**src/verilog/fns_core_map.vh**
```
`ifndef FNS_CORE_MAP_VH
`define FNS_CORE_MAP_VH

// ----------------------------------------
// Serial latch addresses
// ----------------------------------------
`define FNS_ADDR_F1 2'b00
`define FNS_ADDR_F2 2'b01
`define FNS_ADDR_REF 2'b10
`define FNS_ADDR_FB 2'b11

// ----------------------------------------
// Field positions in the 24-bit word
// ----------------------------------------
`define FNS_F1_FRAC16 22
`define FNS_F1_MUX_HI 21
`define FNS_F1_MUX_LO 19
`define FNS_F1_PWRDN 18
`define FNS_F1_POL 17
`define FNS_F1_CODE_HI 16
`define FNS_F1_CODE_LO 13
`define FNS_F1_PRE32 12
`define FNS_REF_DBL 20
`define FNS_REF_DIV_HI 16
`define FNS_REF_DIV_LO 2
`define FNS_FB_NUM_HI 20
`define FNS_FB_NUM_LO 17
`define FNS_FB_MAIN_HI 16
`define FNS_FB_MAIN_LO 7
`define FNS_FB_SWAL_HI 6
`define FNS_FB_SWAL_LO 2

// ----------------------------------------
// Reset values of the latches
// ----------------------------------------
`define FNS_RST_F1 24'h000000
`define FNS_RST_F2 24'h000001
`define FNS_RST_REF 24'h00000e
`define FNS_RST_FB 24'h008803

// ----------------------------------------
// Divider and multiplexer constants
// ----------------------------------------
`define FNS_REF_MIN 15'h0003
`define FNS_PRE_LO 6'h10
`define FNS_PRE_HI 6'h20
`define FNS_MOD_15 5'h0f
`define FNS_MOD_16 5'h10
`define FNS_MUX_DLOCK 3'h1
`define FNS_MUX_ALOCK 3'h2
`define FNS_MUX_REFOUT 3'h3
`define FNS_MUX_FBOUT 3'h4

// ----------------------------------------
// Lock filter timing
// ----------------------------------------
`define FNS_CLK_NS 8
`define FNS_LOCK_NS 15
`define FNS_LOCK_CYC ((`FNS_LOCK_NS + `FNS_CLK_NS - 1) / `FNS_CLK_NS)
`define FNS_LOCK_RUN 3'h5

// ----------------------------------------
// AXI4-Lite register map
// ----------------------------------------
`define FNS_AXI_F1 8'h00
`define FNS_AXI_F2 8'h04
`define FNS_AXI_REF 8'h08
`define FNS_AXI_FB 8'h0c
`define FNS_AXI_STAT 8'h10
`define FNS_AXI_CTRL 8'h14
`define FNS_RESP_OK 2'b00
`define FNS_RESP_ERR 2'b10

`endif

```
**src/verilog/fns_core.v**
```verilog
// Design decisions made here: register access over AXI4-Lite and the register addresses.
`include "fns_core_map.vh"
`timescale 1ns/1ps
`default_nettype none

module fns_core (
    input wire clk_sys,
    input wire rstn,
    input wire ref_osc,
    input wire vco_in,
    input wire ser_clk,
    input wire ser_data,
    input wire load_strobe,
    input wire [7:0] s_axi_awaddr,
    input wire s_axi_awvalid,
    output reg s_axi_awready,
    input wire [31:0] s_axi_wdata,
    input wire [3:0] s_axi_wstrb,
    input wire s_axi_wvalid,
    output reg s_axi_wready,
    output reg [1:0] s_axi_bresp,
    output reg s_axi_bvalid,
    input wire s_axi_bready,
    input wire [7:0] s_axi_araddr,
    input wire s_axi_arvalid,
    output reg s_axi_arready,
    output reg [31:0] s_axi_rdata,
    output reg [1:0] s_axi_rresp,
    output reg s_axi_rvalid,
    input wire s_axi_rready,
    output reg pump_up,
    output reg pump_down,
    output reg pump_output_oe_n,
    output reg [3:0] pump_current_code,
    output reg doubler_enable,
    output reg multifunction_output
);

    // ----------------------------------------
    // Pin synchronisers
    // ----------------------------------------
    reg [4:0] sync1;
    reg [4:0] sync2;
    reg [4:0] sync_prev;
    wire [4:0] rise = sync2 & ~sync_prev;
    wire ref_rise = rise[0];
    wire vco_rise = rise[1];
    wire ser_rise = rise[2];
    wire load_rise = rise[4];

    always @(posedge clk_sys) begin
        if (!rstn) begin
            sync1 <= 5'h00;
            sync2 <= 5'h00;
            sync_prev <= 5'h00;
        end else begin
            sync1 <= {load_strobe, ser_data, ser_clk, vco_in, ref_osc};
            sync2 <= sync1;
            sync_prev <= sync2;
        end
    end

    // ----------------------------------------
    // Serial port and latches
    // ----------------------------------------
    reg [23:0] shift;
    reg [23:0] lat_f1;
    reg [23:0] lat_f2;
    reg [23:0] lat_ref;
    reg [23:0] lat_fb;
    reg ctrl_pwrdn;

    // Loading stays live in power-down
    always @(posedge clk_sys) begin
        if (!rstn) begin
            shift <= 24'h000000;
            lat_f1 <= `FNS_RST_F1;
            lat_f2 <= `FNS_RST_F2;
            lat_ref <= `FNS_RST_REF;
            lat_fb <= `FNS_RST_FB;
        end else begin
            // first bit ends up on top
            if (ser_rise) begin
                shift <= {shift[22:0], sync2[3]};
            end
            if (load_rise) begin
                if (shift[1:0] == `FNS_ADDR_F1) begin
                    lat_f1 <= shift;
                end else if (shift[1:0] == `FNS_ADDR_F2) begin
                    lat_f2 <= shift;
                end else if (shift[1:0] == `FNS_ADDR_REF) begin
                    lat_ref <= shift;
                end else begin
                    lat_fb <= shift;
                end
            end
        end
    end

    // ----------------------------------------
    // Settings decoded from latches
    // ----------------------------------------
    wire frac16 = lat_f1[`FNS_F1_FRAC16];
    wire [2:0] mux_sel = lat_f1[`FNS_F1_MUX_HI:`FNS_F1_MUX_LO];
    wire pwrdn = lat_f1[`FNS_F1_PWRDN] | ctrl_pwrdn;
    wire polarity = lat_f1[`FNS_F1_POL];
    wire pre32 = lat_f1[`FNS_F1_PRE32];
    wire [14:0] ref_div = lat_ref[`FNS_REF_DIV_HI:`FNS_REF_DIV_LO];
    wire [3:0] frac_num = lat_fb[`FNS_FB_NUM_HI:`FNS_FB_NUM_LO];
    wire [9:0] main_load = lat_fb[`FNS_FB_MAIN_HI:`FNS_FB_MAIN_LO];
    wire [4:0] swal_load = lat_fb[`FNS_FB_SWAL_HI:`FNS_FB_SWAL_LO];

    // ----------------------------------------
    // Reference divider
    // ----------------------------------------
    reg [14:0] ref_cnt;
    reg ref_evt;
    wire [14:0] ref_eff = (ref_div < `FNS_REF_MIN) ? `FNS_REF_MIN : ref_div;

    always @(posedge clk_sys) begin
        if (!rstn || pwrdn) begin
            ref_cnt <= 15'h0000;
            ref_evt <= 1'b0;
        end else begin
            ref_evt <= 1'b0;
            if (ref_rise) begin
                if (ref_cnt >= ref_eff - 15'h0001) begin
                    ref_cnt <= 15'h0000;
                    ref_evt <= 1'b1;
                end else begin
                    ref_cnt <= ref_cnt + 15'h0001;
                end
            end
        end
    end

    // ----------------------------------------
    // Feedback divider with fractional swallow
    // ----------------------------------------
    reg [5:0] pre_cnt;
    reg [5:0] swal_cnt;
    reg [9:0] main_cnt;
    reg [3:0] acc;
    reg [3:0] dly_cnt;
    reg fb_pend;
    reg fb_evt;
    wire [5:0] pre_mod = pre32 ? `FNS_PRE_HI : `FNS_PRE_LO;
    // prescaler runs P+1 while swallow count left
    wire [5:0] pre_top = (swal_cnt != 6'h00) ? pre_mod : pre_mod - 6'h01;
    wire [4:0] frac_mod = frac16 ? `FNS_MOD_16 : `FNS_MOD_15;
    wire [4:0] acc_sum = {1'b0, acc} + {1'b0, frac_num};
    wire acc_ovf = acc_sum >= frac_mod;
    wire [4:0] acc_wrap = acc_sum - frac_mod;
    wire [3:0] acc_next = acc_ovf ? acc_wrap[3:0] : acc_sum[3:0];

    always @(posedge clk_sys) begin
        if (!rstn || pwrdn) begin
            pre_cnt <= 6'h00;
            swal_cnt <= {1'b0, swal_load};
            main_cnt <= main_load;
            acc <= 4'h0;
            dly_cnt <= 4'h0;
            fb_pend <= 1'b0;
            fb_evt <= 1'b0;
        end else begin
            fb_evt <= 1'b0;
            if (vco_rise) begin
                if (pre_cnt >= pre_top) begin
                    pre_cnt <= 6'h00;
                    if (main_cnt <= 10'h001) begin
                        // N = P*main + swallow, no gaps
                        main_cnt <= main_load;
                        // average is N plus num over modulus
                        swal_cnt <= {1'b0, swal_load} + {5'h00, acc_ovf};
                        acc <= acc_next;
                        dly_cnt <= acc_next;
                        fb_pend <= 1'b1;
                    end else begin
                        main_cnt <= main_cnt - 10'h001;
                        if (swal_cnt != 6'h00) begin
                            swal_cnt <= swal_cnt - 6'h01;
                        end
                    end
                end else begin
                    pre_cnt <= pre_cnt + 6'h01;
                end
            end
            if (fb_pend) begin
                if (dly_cnt == 4'h0) begin
                    fb_pend <= 1'b0;
                    fb_evt <= 1'b1;
                end else begin
                    dly_cnt <= dly_cnt - 4'h1;
                end
            end
        end
    end

    // ----------------------------------------
    // Phase detector and lock filter
    // ----------------------------------------
    reg ref_ahead;
    reg fb_ahead;
    reg [7:0] err_cnt;
    reg [2:0] good_cnt;
    reg dig_lock;
    reg ana_lock;
    wire ref_seen = ref_ahead | ref_evt;
    wire fb_seen = fb_ahead | fb_evt;
    wire cmp_done = ref_seen & fb_seen;
    wire pump_busy = ref_ahead | fb_ahead;

    always @(posedge clk_sys) begin
        if (!rstn || pwrdn) begin
            ref_ahead <= 1'b0;
            fb_ahead <= 1'b0;
            err_cnt <= 8'h00;
            good_cnt <= 3'h0;
            dig_lock <= 1'b0;
            ana_lock <= 1'b0;
        end else begin
            ref_ahead <= ref_seen & ~cmp_done;
            fb_ahead <= fb_seen & ~cmp_done;
            ana_lock <= ~pump_busy;
            if (cmp_done) begin
                err_cnt <= 8'h00;
                // error under 15 ns counts toward lock
                if (err_cnt < `FNS_LOCK_CYC) begin
                    if (good_cnt >= `FNS_LOCK_RUN - 3'h1) begin
                        good_cnt <= `FNS_LOCK_RUN;
                        dig_lock <= 1'b1;
                    end else begin
                        good_cnt <= good_cnt + 3'h1;
                    end
                end else begin
                    good_cnt <= 3'h0;
                    dig_lock <= 1'b0;
                end
            end else if (pump_busy && err_cnt != 8'hff) begin
                err_cnt <= err_cnt + 8'h01;
            end
        end
    end

    // ----------------------------------------
    // Pin outputs
    // ----------------------------------------
    always @(posedge clk_sys) begin
        if (!rstn) begin
            pump_up <= 1'b0;
            pump_down <= 1'b0;
            pump_output_oe_n <= 1'b1;
            pump_current_code <= 4'h0;
            doubler_enable <= 1'b0;
            multifunction_output <= 1'b0;
        end else begin
            pump_up <= ~pwrdn & (polarity ? ref_ahead : fb_ahead);
            pump_down <= ~pwrdn & (polarity ? fb_ahead : ref_ahead);
            pump_output_oe_n <= pwrdn | ~pump_busy;
            pump_current_code <= lat_f1[`FNS_F1_CODE_HI:`FNS_F1_CODE_LO];
            // doubler only from reference bit 20
            doubler_enable <= lat_ref[`FNS_REF_DBL];
            if (mux_sel == `FNS_MUX_DLOCK) begin
                multifunction_output <= dig_lock & ~pwrdn;
            end else if (mux_sel == `FNS_MUX_ALOCK) begin
                multifunction_output <= ana_lock & ~pwrdn;
            end else if (mux_sel == `FNS_MUX_REFOUT) begin
                multifunction_output <= ref_evt;
            end else if (mux_sel == `FNS_MUX_FBOUT) begin
                multifunction_output <= fb_evt;
            end else begin
                multifunction_output <= 1'b0;
            end
        end
    end

    // ----------------------------------------
    // AXI4-Lite slave
    // ----------------------------------------
    // Decode kept inline: status bits must wake the process, not only the address
    reg [32:0] rd_word;
    always @* begin
        if (s_axi_araddr == `FNS_AXI_F1) begin
            rd_word = {1'b0, 8'h00, lat_f1};
        end else if (s_axi_araddr == `FNS_AXI_F2) begin
            rd_word = {1'b0, 8'h00, lat_f2};
        end else if (s_axi_araddr == `FNS_AXI_REF) begin
            rd_word = {1'b0, 8'h00, lat_ref};
        end else if (s_axi_araddr == `FNS_AXI_FB) begin
            rd_word = {1'b0, 8'h00, lat_fb};
        end else if (s_axi_araddr == `FNS_AXI_STAT) begin
            rd_word = {1'b0, 28'h0000000, pump_busy, pwrdn, ana_lock, dig_lock};
        end else if (s_axi_araddr == `FNS_AXI_CTRL) begin
            rd_word = {1'b0, 31'h00000000, ctrl_pwrdn};
        end else begin
            rd_word = {1'b1, 32'h00000000};
        end
    end

    // Only the control word is writable; latches belong to the serial port
    always @(posedge clk_sys) begin
        if (!rstn) begin
            s_axi_awready <= 1'b0;
            s_axi_wready <= 1'b0;
            s_axi_bvalid <= 1'b0;
            s_axi_bresp <= `FNS_RESP_OK;
            ctrl_pwrdn <= 1'b0;
        end else if (s_axi_awready) begin
            s_axi_awready <= 1'b0;
            s_axi_wready <= 1'b0;
            s_axi_bvalid <= 1'b1;
            if (s_axi_awaddr == `FNS_AXI_CTRL) begin
                s_axi_bresp <= `FNS_RESP_OK;
                if (s_axi_wstrb[0]) begin
                    ctrl_pwrdn <= s_axi_wdata[0];
                end
            end else begin
                s_axi_bresp <= `FNS_RESP_ERR;
            end
        end else if (s_axi_bvalid) begin
            if (s_axi_bready) begin
                s_axi_bvalid <= 1'b0;
            end
        end else if (s_axi_awvalid && s_axi_wvalid) begin
            s_axi_awready <= 1'b1;
            s_axi_wready <= 1'b1;
        end
    end

    always @(posedge clk_sys) begin
        if (!rstn) begin
            s_axi_arready <= 1'b0;
            s_axi_rvalid <= 1'b0;
            s_axi_rdata <= 32'h00000000;
            s_axi_rresp <= `FNS_RESP_OK;
        end else if (s_axi_arready) begin
            s_axi_arready <= 1'b0;
            s_axi_rvalid <= 1'b1;
            s_axi_rdata <= rd_word[31:0];
            s_axi_rresp <= rd_word[32] ? `FNS_RESP_ERR : `FNS_RESP_OK;
        end else if (s_axi_rvalid) begin
            if (s_axi_rready) begin
                s_axi_rvalid <= 1'b0;
            end
        end else if (s_axi_arvalid) begin
            s_axi_arready <= 1'b1;
        end
    end

endmodule // fns_core

`default_nettype wire

```
**config.mk**
```make
export PLATFORM = sky130hd
export DESIGN_NAME = fns_core
export DESIGN_NICKNAME = d
export VERILOG_FILES = /design/src/verilog/fns_core.v
export VERILOG_INCLUDE_DIRS = /design/src /design/src/verilog
export SDC_FILE = /design/constraint.sdc
export NUM_CORES = 1
export LEC_CHECK = 0
export ABC_AREA = 1
export BUFFER_PORTS_ARGS = -buffer_cell sky130_fd_sc_hd__buf_2
export CAP_MARGIN = 40
export CORE_ASPECT_RATIO = 1.1
export CORE_MARGIN = 3
export CORE_UTILIZATION = 59
export CTS_CLUSTER_DIAMETER = 100
export DETAILED_ROUTE_END_ITERATION = 8
export GPL_TIMING_DRIVEN = 0
export HOLD_SLACK_MARGIN = 0.06
export PLACE_DENSITY_LB_ADDON = 0.2
export SLEW_MARGIN = 20
export SYNTH_ARGS = -nofsm -noshare
export SYNTH_HDL_FRONTEND = slang
export SYNTH_SLANG_ARGS = --single-unit
```
**constraint.sdc**
```tcl
create_clock -name clk_sys -period 4.46 [get_ports clk_sys]
set_input_delay 0.446 -clock clk_sys [delete_from_list [all_inputs] [get_ports clk_sys]]
set_output_delay 0.446 -clock clk_sys [all_outputs]
set_load 0.03 [all_outputs]
```
==> summary.txt <==
Run status
  • Run status: completed

Logic synthesis
  • Synthesized instance count: 1,541
  • Asr flop ratio synth: 0%
  • Most frequent cell after synthesis: nand2_1
  • EDFF count, synth: 15
  • Yosys reg bits: 238
  • Top FF cell, synth: dfxtp_1
  • Post-synthesis cell type with the largest combined area: dfxtp_1
  • Yosys cell types: 47
  • Mean Syn Cell Area: 7.32 sq um
  • Dominant cells by area after synthesis: dfxtp_1 40%, nand2_1 9.6%, nor2_1 8.0%, o21ai_0 6.6%, a21oi_1 6.2%
  • Commonest cells in the netlist: 288 x nand2_1, 241 x nor2_1, 223 x dfxtp_1
  • Top-area cell type share of the netlist area: 39.6%
  • Mapped Area: 11,300 sq um
  • Post-synthesis sequential area ratio: 43.6%
  • Synth warn: 0

Critical path
  • RR Startpoint: lat_fb[17]
  • Critical Path RT: 4.73 ns
  • Reg2reg end: swal_cnt[4]
  • Critical Path Sink Type: flip-flop
  • Critical path fanouts, max: 5
  • WS Path Type: reg2reg
  • Flop2flop setup slack: 0.74 ns
  • Slowest stage cell, crit path: fa_1
  • Worst Reg-to-Reg Cells: 19
  • Dominant delay contributor by cell family on the critical path: adder cells
  • Critical-path cell list: ha_1, fa_1, xnor2_1, inv_1, ha_1, nand2_1, nand2_1, nand2_1, nand2_1, nor2_1, nand2_1, ha_1, ha_1, nand2_1, nor2_1, o21ai_0, a21oi_1, o22ai_1, o21ai_0
  • Worst setup SP type: flip-flop
  • CP arrival: 3.98 ns
  • Slowest stage delay, CP: 0.40 ns
  • Critical Path Most Common Cell: nand2_1
  • WP buf/inv: 1

Clock tree
  • CTS tree: built
  • Sinks on Clock Net: 238
  • CTS max path bufs: 3
  • Worst-skew pair later-pin latency: 0.53 ns
  • Clk slew on worst S/H paths: 0.06 ns
  • Inserted Clock Buffers: 25
  • # Post-CTS Setup Buffers: 0
  • # hold bufs at CTS: 0
  • Root Buffer: clkbuf_16
  • Cts repair resizes: 0
  • H-tree levels: 1

Detailed routing
  • Final antenna-violating net count: 0
  • Iteration-0 DRC count of the detailed router: 885
  • Vias per cell: 5.54
  • Via count: 10,600
  • TritonRoute pass-1 iters: 7
  • Routed WL: 30.5 mm
  • Residual DRC: 0
  • DR WL/cell: 16.0 um

Min path
  • Hold Crit Start: vco_in
  • HP Class: in2reg
  • Hold path depth: 3
  • Worst hold endpoint: sync1[1]

Power
  • Pwr dens: 364 nW/um^2
  • Switch share: 24.1%
  • Leakage: 0.00601 uW
  • Peak VDD IR: 335 uV
  • Int Pwr: 3530 uW
  • Clock power frac: 44.5%
  • P_sw: 1120 uW
  • Sequential share of power: 48.6%
  • Comb pwr share: 6.9%

Floorplanning
  • I/O pins: 114
  • Core area: 18,600 sq um
  • Initial core utilization: 60.6%
  • Die area: 20,800 sq um
  • Chip Width: 138 um
  • Height of the die: 151 um
  • # rows: 52

Placed design
  • Port Buffer Count: 68
  • Post-DP HPWL: 22.3 mm
  • Placement-stage worst setup slack: 0.783 ns
  • Routability cong.: 0.970
  • Placed Area: 12,000 sq um

Global routing
  • Met1 Resource Use GR: 38.5%
  • First-pass GRT wire length: 47.5 mm
  • GRT busiest layer: met2
  • Met2 Use GR: 47.7%
  • Vias in the first global route: 9,485
  • Initial antenna violation count: 0
  • Gr ovfl total: 0
  • Met3 Track Usage GR: 4.42%
  • Largest net degree at the start of global routing: 17
  • Tot GR Track Use: 28.8%

Cells and area
  • Final instance area: 12,800 sq um
  • Area delta synth->final: 13.3%
  • Antenna diodes: 0
  • Share of cells above drive strength 1: 10.4%
  • Final net count: 1,757

STA
  • Setup WS post-layout: 0.743 ns
  • Worst slew margin: 53.4%
  • Fin. Hold Viols: 0
  • Final min period: 3.72 ns
  • Setup TNS: 0 ns
  • Slew @ Worst Pin: 0.698 ns
  • Worst Skew: 0.00988 ns
  • RSZ-0062 raised after global routing: no
  • Max Slew Vio Count: 0
  • Setup violators final: 0
  • FMAX: 269 MHz
  • Crit share post-route: 83.4%

Job
  • Max Cap Viol: 0
-- worst register-to-register path, delay by kind of cell (launching register included) --
| family | cells | cell delay [ns] |
|---|---|---|
| buf+inv | 1 | 0.08 |
| simple gates | 8 | 0.90 |
| xor+xnor | 1 | 0.24 |
| flops | 1 | 0.37 |
| fa+ha+maj | 5 | 1.46 |
| compound gates | 4 | 0.40 |
-- how the worst max path moves through the flow --
stage / from / depth (start not counted) / to / slack, ns
6_report: lat_fb[17] / 19 / swal_cnt[4] / 0.74
5_1_grt: lat_fb[17] / 19 / swal_cnt[4] / 0.52
4_1_cts: lat_fb[17] / 19 / swal_cnt[4] / 0.76
3_5_place_dp: lat_fb[17] / 19 / swal_cnt[4] / 0.78
3_3_place_gp: lat_fb[17] / 19 / swal_cnt[4] / 0.85
2_1_floorplan: lat_fb[17] / 19 / swal_cnt[4] / 1.32
-- area by class of cell --
type / count / area (sq um)
tap: 243 / 304
clock inverter: 7 / 70.1
clock buffer: 39 / 749
multi-input combinational: 1072 / 5400
inverter: 176 / 663
fill: 1596 / 5830
timing repair buffer: 68 / 340
buffer: 64 / 332
sequential: 238 / 4910
-- cells in the final DEF (no fill, tap or decap), drive strengths merged --
cell type / instances
inv: 178
a41oi: 1
clkinvlp: 1
dfxtp: 223
clkinv: 3
nand3b: 4
o31ai: 1
a31o: 1
nor2: 253
o21ai: 156
nor3b: 2
and3: 1
o22ai: 4
a22oi: 1
xor2: 25
fa: 2
xnor2: 9
and2: 1
clkbuf: 70
nor3: 16
bufinv: 1
edfxtp: 15
mux2i: 1
conb: 10
a31oi: 3
nand4: 17
o21bai: 1
or2: 1
o211ai: 8
nand3: 62
buf: 101
nand2: 295
nor4: 7
a21o: 1
a211oi: 3
ha: 46
a21oi: 140
-- power by group through the flow --
| stage | Combinational, uW | Clock (uW) | Sequential [uW] |
|---|---|---|---|
| floorplan | 219 | 0 | 2290 |
| global placement | 306 | 0 | 2300 |
| detailed placement | 313 | 0 | 2300 |
| CTS | 315 | 2080 | 2260 |
| global route | 359 | 2160 | 2260 |
| finish | 319 | 2070 | 2260 |
-- layer usage --
layer | vias to the layer above | part of all wire (%) | routed length (um)
met5 | - | 0 | 0
met4 | 0 | 3.2 | 979
met3 | 77 | 8.3 | 2520
met2 | 457 | 47 | 14200
met1 | 4830 | 42 | 12700
li1 | 5192 | - | -
-- flip-flops by register name, summed over array words and instances (netlist names), 3 cells and up --
| register | cells |
|---|---|
| good_cnt | 3 |
| lat_fb | 24 |
| lat_f1 | 24 |
| s_axi_rdata | 24 |
| lat_f2 | 24 |
| main_cnt | 10 |
| sync_prev | 4 |
| lat_ref | 24 |
| acc | 4 |
| ref_cnt | 15 |
| pre_cnt | 6 |
| sync2 | 5 |
| swal_cnt | 6 |
| pump_current_code | 4 |
| sync1 | 5 |
| shift | 24 |
| err_cnt | 8 |
| dly_cnt | 4 |
-- kinds of logic after synthesis --
group | synth area share [%]
other | 0.0332
AOI/OAI and AO/OA | 14.7
muxes | 0.0887
and+or+nand+nor | 24.7
adders and majority gates | 5.46
xor gates and xnor gates | 2.64
buffers and inverters | 8.82
DFF | 43.6
-- stage by stage --
step           total power (uW)  cells  util (%)  hold WS, ns
3_5_place_dp               2610   1861      64.3        0.402
6_report                   4650   1907      68.7       0.0991
4_1_cts                    4650   1907      68.7       0.0976
5_1_grt                    4780   1907      68.7        0.115
2_1_floorplan              2510   1550         -        0.390
3_3_place_gp               2610   1861      64.3        0.393
Power figures use the tool's default switching activity.
